[src/hw/adcs_pkg.sv]
// Shared constants and types of the converter sequencer.
package adcs_pkg;
  // ----------------------------------------------------------------
  // Register byte offsets
  // ----------------------------------------------------------------
  localparam logic [4:0] OFS_CONTROL_FIRST = 5'h00;
  localparam logic [4:0] OFS_CONTROL_SECOND = 5'h04;
  localparam logic [4:0] OFS_RESULT_HIGH = 5'h08;
  localparam logic [4:0] OFS_RESULT_LOW = 5'h0C;
  localparam logic [4:0] OFS_IRQ_STATUS = 5'h10;
  localparam logic [4:0] OFS_IRQ_MASK = 5'h14;
  localparam logic [4:0] OFS_GLOBAL_IRQ = 5'h18;
  // ----------------------------------------------------------------
  // Field positions
  // ----------------------------------------------------------------
  localparam int CHAN_LSB = 0;
  localparam int FORMAT_BIT = 4;
  localparam int POWER_BIT = 5;
  localparam int BUSY_BIT = 6;
  localparam int START_BIT = 7;
  localparam int DIV_LSB = 0;
  localparam int REF_LSB = 3;
  localparam int SRC_LSB = 5;
  localparam int IRQ_BIT = 0;
  // ----------------------------------------------------------------
  // Reset values
  // ----------------------------------------------------------------
  localparam logic [2:0] RST_CHAN = 3'h0;
  localparam logic [2:0] RST_DIV = 3'h0;
  localparam logic [1:0] RST_REF = 2'h0;
  localparam logic [1:0] RST_SRC = 2'h0;
  localparam logic [9:0] RST_RESULT = 10'h000;
  // ----------------------------------------------------------------
  // Conversion timing in converter clock periods, first trial code and bus response codes
  // ----------------------------------------------------------------
  localparam logic [3:0] SAMPLE_PERIODS = 4'h4;
  localparam logic [3:0] CONV_PERIODS = 4'hA;
  localparam logic [3:0] TOTAL_PERIODS = 4'hE;
  localparam logic [9:0] TRIAL_FIRST = 10'h200;
  localparam logic [1:0] RESP_OKAY = 2'h0;
  localparam logic [1:0] RESP_SLVERR = 2'h2;
  // ----------------------------------------------------------------
  // Sequencer states
  // ----------------------------------------------------------------
  typedef enum logic [2:0] {
    ST_IDLE = 3'b001,
    ST_SAMPLE = 3'b010,
    ST_CONVERT = 3'b100
  } adcs_state_e;
endpackage : adcs_pkg

[src/hw/adcs_conv_if.sv]
// Signals between the register front end and the conversion core.
`timescale 1ns/1ps
`default_nettype none
interface adcs_conv_if;
  logic startLevel;
  logic powerOn;
  logic [2:0] divSel;
  logic compSync;
  logic busy;
  logic sampling;
  logic done;
  logic [9:0] result;
  logic [9:0] trialCode;
  modport ctrl (output startLevel, output powerOn, output divSel, output compSync,
                input busy, input sampling, input done, input result, input trialCode);
  modport core (input startLevel, input powerOn, input divSel, input compSync,
                output busy, output sampling, output done, output result, output trialCode);
endinterface : adcs_conv_if
`default_nettype wire

[src/hw/adcs_conv_core.sv]
// Converter clock prescaler and successive-approximation sequence.
`timescale 1ns/1ps
`default_nettype none
module adcs_conv_core (
  input wire logic clock,
  input wire logic resetn,
  adcs_conv_if.core conv
);
  adcs_pkg::adcs_state_e state_ff;
  logic [6:0] prescale_ff;
  logic [3:0] count_ff;
  logic [9:0] trial_ff;
  logic [9:0] result_ff;
  logic startPrev_ff;
  logic tick;
  logic abort;
  logic launch;
  logic [9:0] nxt_trial;

  // Mask of prescaler bits that must all be set for one converter clock tick.
  function automatic logic [6:0] div_mask(input logic [2:0] sel);
    div_mask = 7'h7F >> (3'h7 - sel);
  endfunction : div_mask

  assign tick = (prescale_ff & div_mask(conv.divSel)) == div_mask(conv.divSel);
  assign abort = conv.startLevel | ~conv.powerOn;
  assign launch = startPrev_ff & ~conv.startLevel & conv.powerOn;

  // Next trial code: drop the bit under test if the input was below it, try the next one.
  always_comb begin
    nxt_trial = trial_ff;
    if (!conv.compSync) begin
      nxt_trial[count_ff] = 1'b0;
    end
    if (count_ff != 4'h0) begin
      nxt_trial[count_ff - 4'h1] = 1'b1;
    end
  end

  // Start level history for the falling edge.
  always_ff @(posedge clock or negedge resetn) begin
    if (!resetn) begin
      startPrev_ff <= 1'b0;
    end else begin
      startPrev_ff <= conv.startLevel;
    end
  end

  // Prescaler restarts on launch so the first sample period is full length.
  always_ff @(posedge clock or negedge resetn) begin
    if (!resetn) begin
      prescale_ff <= 7'h00;
    end else if (launch) begin
      prescale_ff <= 7'h00;
    end else begin
      prescale_ff <= prescale_ff + 7'h01;
    end
  end

  // Sample for four periods, then decide one bit per period, ten in all.
  always_ff @(posedge clock or negedge resetn) begin
    if (!resetn) begin
      state_ff <= adcs_pkg::ST_IDLE;
      count_ff <= 4'h0;
      trial_ff <= adcs_pkg::RST_RESULT;
      result_ff <= adcs_pkg::RST_RESULT;
    end else if (abort) begin
      state_ff <= adcs_pkg::ST_IDLE;
      count_ff <= 4'h0;
      trial_ff <= adcs_pkg::RST_RESULT;
    end else begin
      unique case (state_ff)
        adcs_pkg::ST_IDLE: begin
          if (launch) begin
            state_ff <= adcs_pkg::ST_SAMPLE;
            count_ff <= 4'h0;
          end
        end
        adcs_pkg::ST_SAMPLE: begin
          if (tick) begin
            count_ff <= count_ff + 4'h1;
            if (count_ff == adcs_pkg::SAMPLE_PERIODS - 4'h1) begin
              state_ff <= adcs_pkg::ST_CONVERT;
              count_ff <= adcs_pkg::CONV_PERIODS - 4'h1;
              trial_ff <= adcs_pkg::TRIAL_FIRST;
            end
          end
        end
        adcs_pkg::ST_CONVERT: begin
          if (tick) begin
            trial_ff <= nxt_trial;
            count_ff <= count_ff - 4'h1;
            if (count_ff == 4'h0) begin
              state_ff <= adcs_pkg::ST_IDLE;
              result_ff <= nxt_trial;
            end
          end
        end
      endcase
    end
  end

  assign conv.busy = state_ff != adcs_pkg::ST_IDLE;
  assign conv.sampling = state_ff == adcs_pkg::ST_SAMPLE;
  assign conv.done = (state_ff == adcs_pkg::ST_CONVERT) & tick & (count_ff == 4'h0) & ~abort;
  assign conv.result = result_ff;
  assign conv.trialCode = trial_ff;
endmodule : adcs_conv_core
`default_nettype wire

[src/hw/adcs_top.sv]
// Converter sequencer top: AXI4-Lite registers, interrupt and analog controls.
// Behaviour
// - Two-bit reference select field lives in the second control register.
// - Format bit in first control register chooses result alignment across bytes.
// - Interrupt reaches the processor only with global and converter enables set.
// - Busy flag stays high while a conversion is in progress.
// - Busy falls at completion; result bytes then hold valid data.
// - Clearing power enable switches the converter circuitry off.
// - Result is a 10-bit unsigned code, full scale at the reference.
// - Request flag is software clearable; software clears it before enabling.
// - Three-bit divider selects system clock divided by 1 up to 128.
// - Reference 01 is supply, 10 amplifier, 00 and 11 external pin.
// - A conversion is 4 sampling plus 10 conversion periods, 14 total.
// - Source select 00 routes the chosen external channel; others route internal.
//
// The address map and register access over AXI4-Lite were decided locally.
`timescale 1ns/1ps
`default_nettype none
module adcs_top (
  input wire logic clock,
  input wire logic resetn,
  input wire logic [4:0] s_axi_awaddr,
  input wire logic [2:0] s_axi_awprot,
  input wire logic s_axi_awvalid,
  output logic s_axi_awready,
  input wire logic [31:0] s_axi_wdata,
  input wire logic [3:0] s_axi_wstrb,
  input wire logic s_axi_wvalid,
  output logic s_axi_wready,
  output logic [1:0] s_axi_bresp,
  output logic s_axi_bvalid,
  input wire logic s_axi_bready,
  input wire logic [4:0] s_axi_araddr,
  input wire logic [2:0] s_axi_arprot,
  input wire logic s_axi_arvalid,
  output logic s_axi_arready,
  output logic [31:0] s_axi_rdata,
  output logic [1:0] s_axi_rresp,
  output logic s_axi_rvalid,
  input wire logic s_axi_rready,
  input wire logic comparatorHigh,
  output logic convPowerOn,
  output logic refUseSupply,
  output logic refUseAmplifier,
  output logic refUsePin,
  output logic externalRouteOn,
  output logic [2:0] externalChannel,
  output logic [1:0] internalSource,
  output logic sampleHold,
  output logic [9:0] trialCode,
  output logic irq
);
  // ----------------------------------------------------------------
  // Register state
  // ----------------------------------------------------------------
  logic [2:0] external_channel_select_ff;
  logic result_format_sel_ff;
  logic conv_power_enable_ff;
  logic start_ff;
  logic [2:0] conv_clock_divider_ff;
  logic [1:0] reference_select_ff;
  logic [1:0] internal_source_select_ff;
  logic conv_irq_request_ff;
  logic conv_irq_enable_ff;
  logic global_irq_enable_ff;
  logic compMeta_ff;
  logic compSync_ff;
  logic irq_ff;

  // ----------------------------------------------------------------
  // Bus channel state
  // ----------------------------------------------------------------
  logic awHeld_ff;
  logic [4:0] awAddr_ff;
  logic wHeld_ff;
  logic [31:0] wData_ff;
  logic [3:0] wStrb_ff;
  logic bvalid_ff;
  logic [1:0] bresp_ff;
  logic rvalid_ff;
  logic [31:0] rdata_ff;
  logic [1:0] rresp_ff;
  logic doWrite;
  logic doRead;
  logic wrLow;
  logic [7:0] wrByte;
  logic [7:0] resultHigh;
  logic [7:0] resultLow;
  logic [7:0] readByte;
  logic readHit;
  logic nxt_irq_request;

  adcs_conv_if conv ();

  // Conversion core does the timing; this module only steers it.
  adcs_conv_core u_core (
    .clock(clock),
    .resetn(resetn),
    .conv(conv)
  );

  // ----------------------------------------------------------------
  // Comparator synchroniser
  // ----------------------------------------------------------------

  // The comparator arrives from the analog side, so it is brought in through two flops.
  // Limitation: the two-cycle lag means the lowest divider codes decide on a stale level.
  always_ff @(posedge clock or negedge resetn) begin
    if (!resetn) begin
      compMeta_ff <= 1'b0;
      compSync_ff <= 1'b0;
    end else begin
      compMeta_ff <= comparatorHigh;
      compSync_ff <= compMeta_ff;
    end
  end

  // Core steering from register fields.
  assign conv.startLevel = start_ff;
  assign conv.powerOn = conv_power_enable_ff;
  assign conv.divSel = conv_clock_divider_ff;
  assign conv.compSync = compSync_ff;

  // ----------------------------------------------------------------
  // Analog side controls
  // ----------------------------------------------------------------

  // Every analog enable is gated by power, so power off leaves nothing switched on.
  assign convPowerOn = conv_power_enable_ff;
  assign refUseSupply = conv_power_enable_ff & (reference_select_ff == 2'h1);
  assign refUseAmplifier = conv_power_enable_ff & (reference_select_ff == 2'h2);
  assign refUsePin = conv_power_enable_ff & (reference_select_ff[0] ~^ reference_select_ff[1]);
  assign externalRouteOn = conv_power_enable_ff & (internal_source_select_ff == 2'h0);
  assign externalChannel = external_channel_select_ff;
  assign internalSource = internal_source_select_ff;
  assign sampleHold = conv.sampling & conv_power_enable_ff;
  assign trialCode = conv.trialCode;

  // ----------------------------------------------------------------
  // Result alignment
  // ----------------------------------------------------------------

  // Format 0 packs the top eight bits high; format 1 right-justifies the code.
  always_comb begin
    if (result_format_sel_ff) begin
      resultHigh = {6'h00, conv.result[9:8]};
      resultLow = conv.result[7:0];
    end else begin
      resultHigh = conv.result[9:2];
      resultLow = {conv.result[1:0], 6'h00};
    end
  end

  // ----------------------------------------------------------------
  // AXI4-Lite write channels
  // ----------------------------------------------------------------

  // Address and data are taken in either order; the response waits for both.
  assign s_axi_awready = ~awHeld_ff & ~bvalid_ff;
  assign s_axi_wready = ~wHeld_ff & ~bvalid_ff;
  assign doWrite = awHeld_ff & wHeld_ff & ~bvalid_ff;
  assign wrLow = doWrite & wStrb_ff[0];
  assign wrByte = wData_ff[7:0];

  // Write address holding.
  always_ff @(posedge clock or negedge resetn) begin
    if (!resetn) begin
      awHeld_ff <= 1'b0;
      awAddr_ff <= 5'h00;
    end else if (s_axi_awvalid & s_axi_awready) begin
      awHeld_ff <= 1'b1;
      awAddr_ff <= s_axi_awaddr;
    end else if (doWrite) begin
      awHeld_ff <= 1'b0;
    end
  end

  // Write data holding.
  always_ff @(posedge clock or negedge resetn) begin
    if (!resetn) begin
      wHeld_ff <= 1'b0;
      wData_ff <= 32'h00000000;
      wStrb_ff <= 4'h0;
    end else if (s_axi_wvalid & s_axi_wready) begin
      wHeld_ff <= 1'b1;
      wData_ff <= s_axi_wdata;
      wStrb_ff <= s_axi_wstrb;
    end else if (doWrite) begin
      wHeld_ff <= 1'b0;
    end
  end

  // Write response; unmapped offsets answer SLVERR.
  always_ff @(posedge clock or negedge resetn) begin
    if (!resetn) begin
      bvalid_ff <= 1'b0;
      bresp_ff <= adcs_pkg::RESP_OKAY;
    end else if (doWrite) begin
      bvalid_ff <= 1'b1;
      bresp_ff <= (awAddr_ff > adcs_pkg::OFS_GLOBAL_IRQ || awAddr_ff[1:0] != 2'h0) ?
                  adcs_pkg::RESP_SLVERR : adcs_pkg::RESP_OKAY;
    end else if (s_axi_bready) begin
      bvalid_ff <= 1'b0;
    end
  end

  assign s_axi_bvalid = bvalid_ff;
  assign s_axi_bresp = bresp_ff;

  // ----------------------------------------------------------------
  // Control registers
  // ----------------------------------------------------------------

  // First control register: channel, format, power and start.
  always_ff @(posedge clock or negedge resetn) begin
    if (!resetn) begin
      external_channel_select_ff <= adcs_pkg::RST_CHAN;
      result_format_sel_ff <= 1'b0;
      conv_power_enable_ff <= 1'b0;
      start_ff <= 1'b0;
    end else if (wrLow && awAddr_ff == adcs_pkg::OFS_CONTROL_FIRST) begin
      external_channel_select_ff <= wrByte[adcs_pkg::CHAN_LSB +: 3];
      result_format_sel_ff <= wrByte[adcs_pkg::FORMAT_BIT];
      conv_power_enable_ff <= wrByte[adcs_pkg::POWER_BIT];
      start_ff <= wrByte[adcs_pkg::START_BIT];
    end
  end

  // Second control register: divider, reference and source.
  always_ff @(posedge clock or negedge resetn) begin
    if (!resetn) begin
      conv_clock_divider_ff <= adcs_pkg::RST_DIV;
      reference_select_ff <= adcs_pkg::RST_REF;
      internal_source_select_ff <= adcs_pkg::RST_SRC;
    end else if (wrLow && awAddr_ff == adcs_pkg::OFS_CONTROL_SECOND) begin
      conv_clock_divider_ff <= wrByte[adcs_pkg::DIV_LSB +: 3];
      reference_select_ff <= wrByte[adcs_pkg::REF_LSB +: 2];
      internal_source_select_ff <= wrByte[adcs_pkg::SRC_LSB +: 2];
    end
  end

  // ----------------------------------------------------------------
  // Interrupt
  // ----------------------------------------------------------------

  // Completion sets the flag on the edge where busy falls; a set in the clearing
  // cycle wins so that a conversion finishing under a clear is not lost.
  always_comb begin
    nxt_irq_request = conv_irq_request_ff;
    if (wrLow && awAddr_ff == adcs_pkg::OFS_IRQ_STATUS && wrByte[adcs_pkg::IRQ_BIT]) begin
      nxt_irq_request = 1'b0;
    end
    if (conv.done) begin
      nxt_irq_request = 1'b1;
    end
  end

  // Request flag.
  always_ff @(posedge clock or negedge resetn) begin
    if (!resetn) begin
      conv_irq_request_ff <= 1'b0;
    end else begin
      conv_irq_request_ff <= nxt_irq_request;
    end
  end

  // Converter enable acts as the mask.
  always_ff @(posedge clock or negedge resetn) begin
    if (!resetn) begin
      conv_irq_enable_ff <= 1'b0;
    end else if (wrLow && awAddr_ff == adcs_pkg::OFS_IRQ_MASK) begin
      conv_irq_enable_ff <= wrByte[adcs_pkg::IRQ_BIT];
    end
  end

  // Global enable.
  always_ff @(posedge clock or negedge resetn) begin
    if (!resetn) begin
      global_irq_enable_ff <= 1'b0;
    end else if (wrLow && awAddr_ff == adcs_pkg::OFS_GLOBAL_IRQ) begin
      global_irq_enable_ff <= wrByte[adcs_pkg::IRQ_BIT];
    end
  end

  // Registered so the output is glitch free; it rises on the edge that sets the flag.
  always_ff @(posedge clock or negedge resetn) begin
    if (!resetn) begin
      irq_ff <= 1'b0;
    end else begin
      irq_ff <= nxt_irq_request & conv_irq_enable_ff & global_irq_enable_ff;
    end
  end

  assign irq = irq_ff;

  // ----------------------------------------------------------------
  // AXI4-Lite read channel
  // ----------------------------------------------------------------

  assign s_axi_arready = ~rvalid_ff;
  assign doRead = s_axi_arvalid & ~rvalid_ff;

  // Read mux; busy reads live so polling sees completion at once.
  always_comb begin
    readByte = 8'h00;
    readHit = (s_axi_araddr[1:0] == 2'h0);
    unique case (s_axi_araddr)
      adcs_pkg::OFS_CONTROL_FIRST: begin
        readByte[adcs_pkg::CHAN_LSB +: 3] = external_channel_select_ff;
        readByte[adcs_pkg::FORMAT_BIT] = result_format_sel_ff;
        readByte[adcs_pkg::POWER_BIT] = conv_power_enable_ff;
        readByte[adcs_pkg::BUSY_BIT] = conv.busy;
        readByte[adcs_pkg::START_BIT] = start_ff;
      end
      adcs_pkg::OFS_CONTROL_SECOND: begin
        readByte[adcs_pkg::DIV_LSB +: 3] = conv_clock_divider_ff;
        readByte[adcs_pkg::REF_LSB +: 2] = reference_select_ff;
        readByte[adcs_pkg::SRC_LSB +: 2] = internal_source_select_ff;
      end
      adcs_pkg::OFS_RESULT_HIGH: begin
        readByte = resultHigh;
      end
      adcs_pkg::OFS_RESULT_LOW: begin
        readByte = resultLow;
      end
      adcs_pkg::OFS_IRQ_STATUS: begin
        readByte[adcs_pkg::IRQ_BIT] = conv_irq_request_ff;
      end
      adcs_pkg::OFS_IRQ_MASK: begin
        readByte[adcs_pkg::IRQ_BIT] = conv_irq_enable_ff;
      end
      adcs_pkg::OFS_GLOBAL_IRQ: begin
        readByte[adcs_pkg::IRQ_BIT] = global_irq_enable_ff;
      end
      default: begin
        readHit = 1'b0;
      end
    endcase
  end

  // Read data and response, held until taken.
  always_ff @(posedge clock or negedge resetn) begin
    if (!resetn) begin
      rvalid_ff <= 1'b0;
      rdata_ff <= 32'h00000000;
      rresp_ff <= adcs_pkg::RESP_OKAY;
    end else if (doRead) begin
      rvalid_ff <= 1'b1;
      rdata_ff <= {24'h000000, readByte};
      rresp_ff <= readHit ? adcs_pkg::RESP_OKAY : adcs_pkg::RESP_SLVERR;
    end else if (s_axi_rready) begin
      rvalid_ff <= 1'b0;
    end
  end

  assign s_axi_rvalid = rvalid_ff;
  assign s_axi_rdata = rdata_ff;
  assign s_axi_rresp = rresp_ff;

  // Protection attributes carry no meaning for this block.
  logic unusedProt;
  assign unusedProt = ^{s_axi_awprot, s_axi_arprot, wData_ff[31:8], wStrb_ff[3:1]};
endmodule : adcs_top
`default_nettype wire

[config.mk]
export PLATFORM = sky130hd
export DESIGN_NAME = adcs_top
export DESIGN_NICKNAME = d
export VERILOG_FILES = /design/src/hw/adcs_pkg.sv /design/src/hw/adcs_conv_if.sv /design/src/hw/adcs_conv_core.sv /design/src/hw/adcs_top.sv
export SDC_FILE = /design/constraint.sdc
export NUM_CORES = 1
export LEC_CHECK = 0
export BUFFER_PORTS_ARGS = -buffer_cell sky130_fd_sc_hd__buf_2
export CAP_MARGIN = 30
export CORE_AREA = 4 4 145 112
export CTS_CLUSTER_SIZE = 30
export DETAILED_ROUTE_END_ITERATION = 10
export DIE_AREA = 0 0 149 116
export PLACE_DENSITY = 0.57
export SLEW_MARGIN = 20
export SYNTH_ARGS = -nofsm -noshare
export SYNTH_HDL_FRONTEND = slang
export SYNTH_HIERARCHICAL = 1
export SYNTH_SLANG_ARGS = --single-unit
[constraint.sdc]
create_clock -name clock -period 4.2 [get_ports clock]
set_input_delay 0.84 -clock clock [delete_from_list [all_inputs] [get_ports clock]]
set_output_delay 0.84 -clock clock [all_outputs]
set_load 0.005 [all_outputs]
==> reports/qor.csv <==
stage;metric;value;unit
layout;layout cells sized above 1;27.1;%
grt;vias in the first global route;3389;
timing;final worst path period share;58.7;%
synthesis;synth warn;6;
die;Die Y-Extent;116;um
place;GP Congestion;0.875;
routing;vias post-DR;3311;
place;placed cell count;668;
synthesis;syn avg cell area;10.7;um^2
worst_hold_path;Hold Crit Class;reg2reg;
die;top-level I/O count;123;
worst_setup_path;reg2reg start;convPowerOn$_DFFE_PN0P_;
routing;DRC viols;0;
routing;ANT nets after route;0;
run;Max-Cap Viols;0;
timing;endpoints failing hold;0;
place;Post-DP HPWL;8100;um
worst_setup_path;WP data arrival;2730;ps
outcome;run status;finished, final reports clean;
routing;Starting DRT DRC Count;187;
synthesis;cell area after synthesis;4490;um^2
synthesis;Synth Flop Type;dfrtp_1;
layout;Finished Layout Cells;684;
timing;Slew @ Worst Pin;800;ps
clocking;# clock sinks;82;
synthesis;top cell type's share of synthesized area;45.1;%
worst_setup_path;CP Data Required Time;4470;ps
timing;fin. max-slew vios;0;
place;I/O Buffers;63;
worst_setup_path;startpoint types;flip-flop;
clocking;maximum clock insertion buffer count;2;
clocking;Root Driver;clkbuf_16;
worst_setup_path;Crit Path Max Fanout;10;
timing;clock skew;8.93;ps
grt;gr usage total;13.1;%
clocking;Num CTS Buffers;9;
worst_setup_path;crit path from;convPowerOn$_DFFE_PN0P_;
layout;commonest non-fill, non-tap cell in the layout;dfrtp_1;
power;leakage;2.47;nW
routing;drt first pass iters;4;
layout;number of diodes;0;
clocking;clk_lat worst skew;340;ps
synthesis;sequential fraction of the synthesis area;45.7;%
synthesis;ranking of synthesized cells by area;dfrtp_1 45%, mux2_2 7.8%, buf_4 4.7%;
clocking;setup bufs post-CTS;0;
clocking;Worst-path clk slew;60;ps
synthesis;register bit total from synthesis;82;
routing;Via-to-Cell Ratio;4.84;
clocking;post_cts resized;0;
die;die area;17300;um^2
routing;routed len/inst;15.8;um
power;Tot Pwr;0.00266;W
layout;commonest non-fill, non-tap cells in the layout;81 x dfrtp_1, 62 x buf_2, 31 x mux2_2;
layout;fill cell count;1509;
layout;# nets final;543;
timing;setup_tns;0;ps
die;Rows;39;
timing;RSZ-0062 raised after global routing;no;
timing;final setup violation count;0;
timing;Max transition margin;46.1;%
routing;final WL;10800;um
worst_setup_path;critical path class;reg2reg;
layout;synth-to-layout area growth;15.7;%
timing;Tmin final;2470;ps
grt;gr ovfl total;0;
synthesis;Async S/R FF share, synth;100;%
timing;Min Hold Slack;354;ps
timing;Fmax;405;MHz
clocking;CTS tree;yes;
clocking;cts hold-fix bufs;0;
grt;largest net degree at the start of global routing;45;
layout;area of the multi-input gates;2190;um^2
die;core area;14900;um^2
die;Die Wd;149;um
synthesis;cell count after synthesis;418;
worst_setup_path;nature of the critical path endpoint;flip-flop;
clocking;CTS H-tree lvls;3;
synthesis;EDFF count, synth;0;
layout;register area;2050;um^2
power;Power per Cell Area;511;nW/um^2
grt;first-pass GRT wire length;17700;um
worst_hold_path;hold_sp;compMeta_ff$_DFF_PN0_;
die;Initial Utilization;30.1;%
power;VDD IR max;214;uV
synthesis;Synth area leader;dfrtp_1;
grt;initial antenna violation count;0;
synthesis;synth unique cells;70;
[metal layers]
metal / GRT usage (%) / up-vias / share of wire, %
li1: - / 1566 / -
met1: 17.9 / 1639 / 46
met2: 20.0 / 93 / 45
met3: 2.85 / 13 / 6.7
met4: 5.73 / 0 / 2.0
met5: 0 / - / 0
[synth_stat cells (all sizes together), types with 3 or more instances]
master  number
o211ai       6
a22o        18
a21o         4
or3b         3
xnor2        4
nand2b       6
mux2i        8
and3         3
ha           9
a21oi       17
nor3         3
nor3b        3
inv         14
nand4        5
o21ai       17
a31oi        3
and2        12
dfrtp       81
nand2       26
nand3        9
buf         32
o21bai       4
nor2b       12
clkbuf      12
nor2        27
mux2        42
[per-stage QoR]
step | utilization (%) | setup WS (ps) | instance area, um^2
3_3_place_gp | 32.6 | 1780 | 4870
6_report | 34.8 | 1730 | 5200
3_5_place_dp | 32.8 | 1760 | 4890
5_1_grt | 34.8 | 1480 | 5200
2_1_floorplan | - | 2340 | 4590
4_1_cts | 34.8 | 1730 | 5200
[cell families (layout without fill, tap and decap cells)]
group,Yosys count,count (layout),synth area share (%)
fa+ha+maj,9,9,2.51
other cells,1,26,0.0835
mux,50,50,12.9
buf+inv,58,94,7.57
simple gates,120,120,15.0
xor+xnor,6,6,1.17
compound gates,92,92,15.1
flops,82,82,45.7
[layout make-up]
type	instances	share of cell area, %
Clock buffer	11	4.67
Clock inverter	5	1.18
Inverter	14	1.01
Multi-Input combinational cell	303	42.2
Sequential cell	82	39.5
Tap cell	205	4.94
Timing Repair Buffer	64	6.50
[sequential cells by signal (all words and copies together), names as in the netlist, 2 cells and up]
name and flops:
u_core/count_ff 4, u_core/conv.trialCode 10, u_core/state_ff 3, conv.divSel 3
reference_select_ff 2, internalSource 2, externalChannel 3, s_axi_rdata 8
wData_ff 8, u_core/prescale_ff 7, u_core/conv.result 10, awAddr_ff 5
[final timing paths]
check | to | slack (ps) | depth (start not counted)
worst max register to register | u_core/conv.trialCode[4]$_DFFE_PN0P_ | 1730 | 4
max in group asynchronous | u_core/state_ff[0]$_DFFE_PN1P_ | 3060 | 2
min in group asynchronous | awAddr_ff[3]$_DFFE_PN0P_ | 480 | 1
worst min register to register | compSync_ff$_DFF_PN0_ | 350 | 0
worst max-delay path | u_core/conv.trialCode[4]$_DFFE_PN0P_ | 1730 | 4
worst min-delay path | compSync_ff$_DFF_PN0_ | 350 | 0
[critical path: stages, from the launching register on]
cell and delay, ps:
dfrtp_1 560, nor2b_1 670, nand2_1 340, nor3_2 600, a22o_1 220
[report_power, final]
part | total [W] | leakage, nW | switching (W) | internal (W)
clock | 0.000789 | 0.150 | 0.000310 | 0.000480
combinational | 0.000675 | 1.25 | 0.000343 | 0.000332
sequential | 0.00119 | 1.07 | 0.000213 | 0.000978
(Power assumes the default switching activity.)
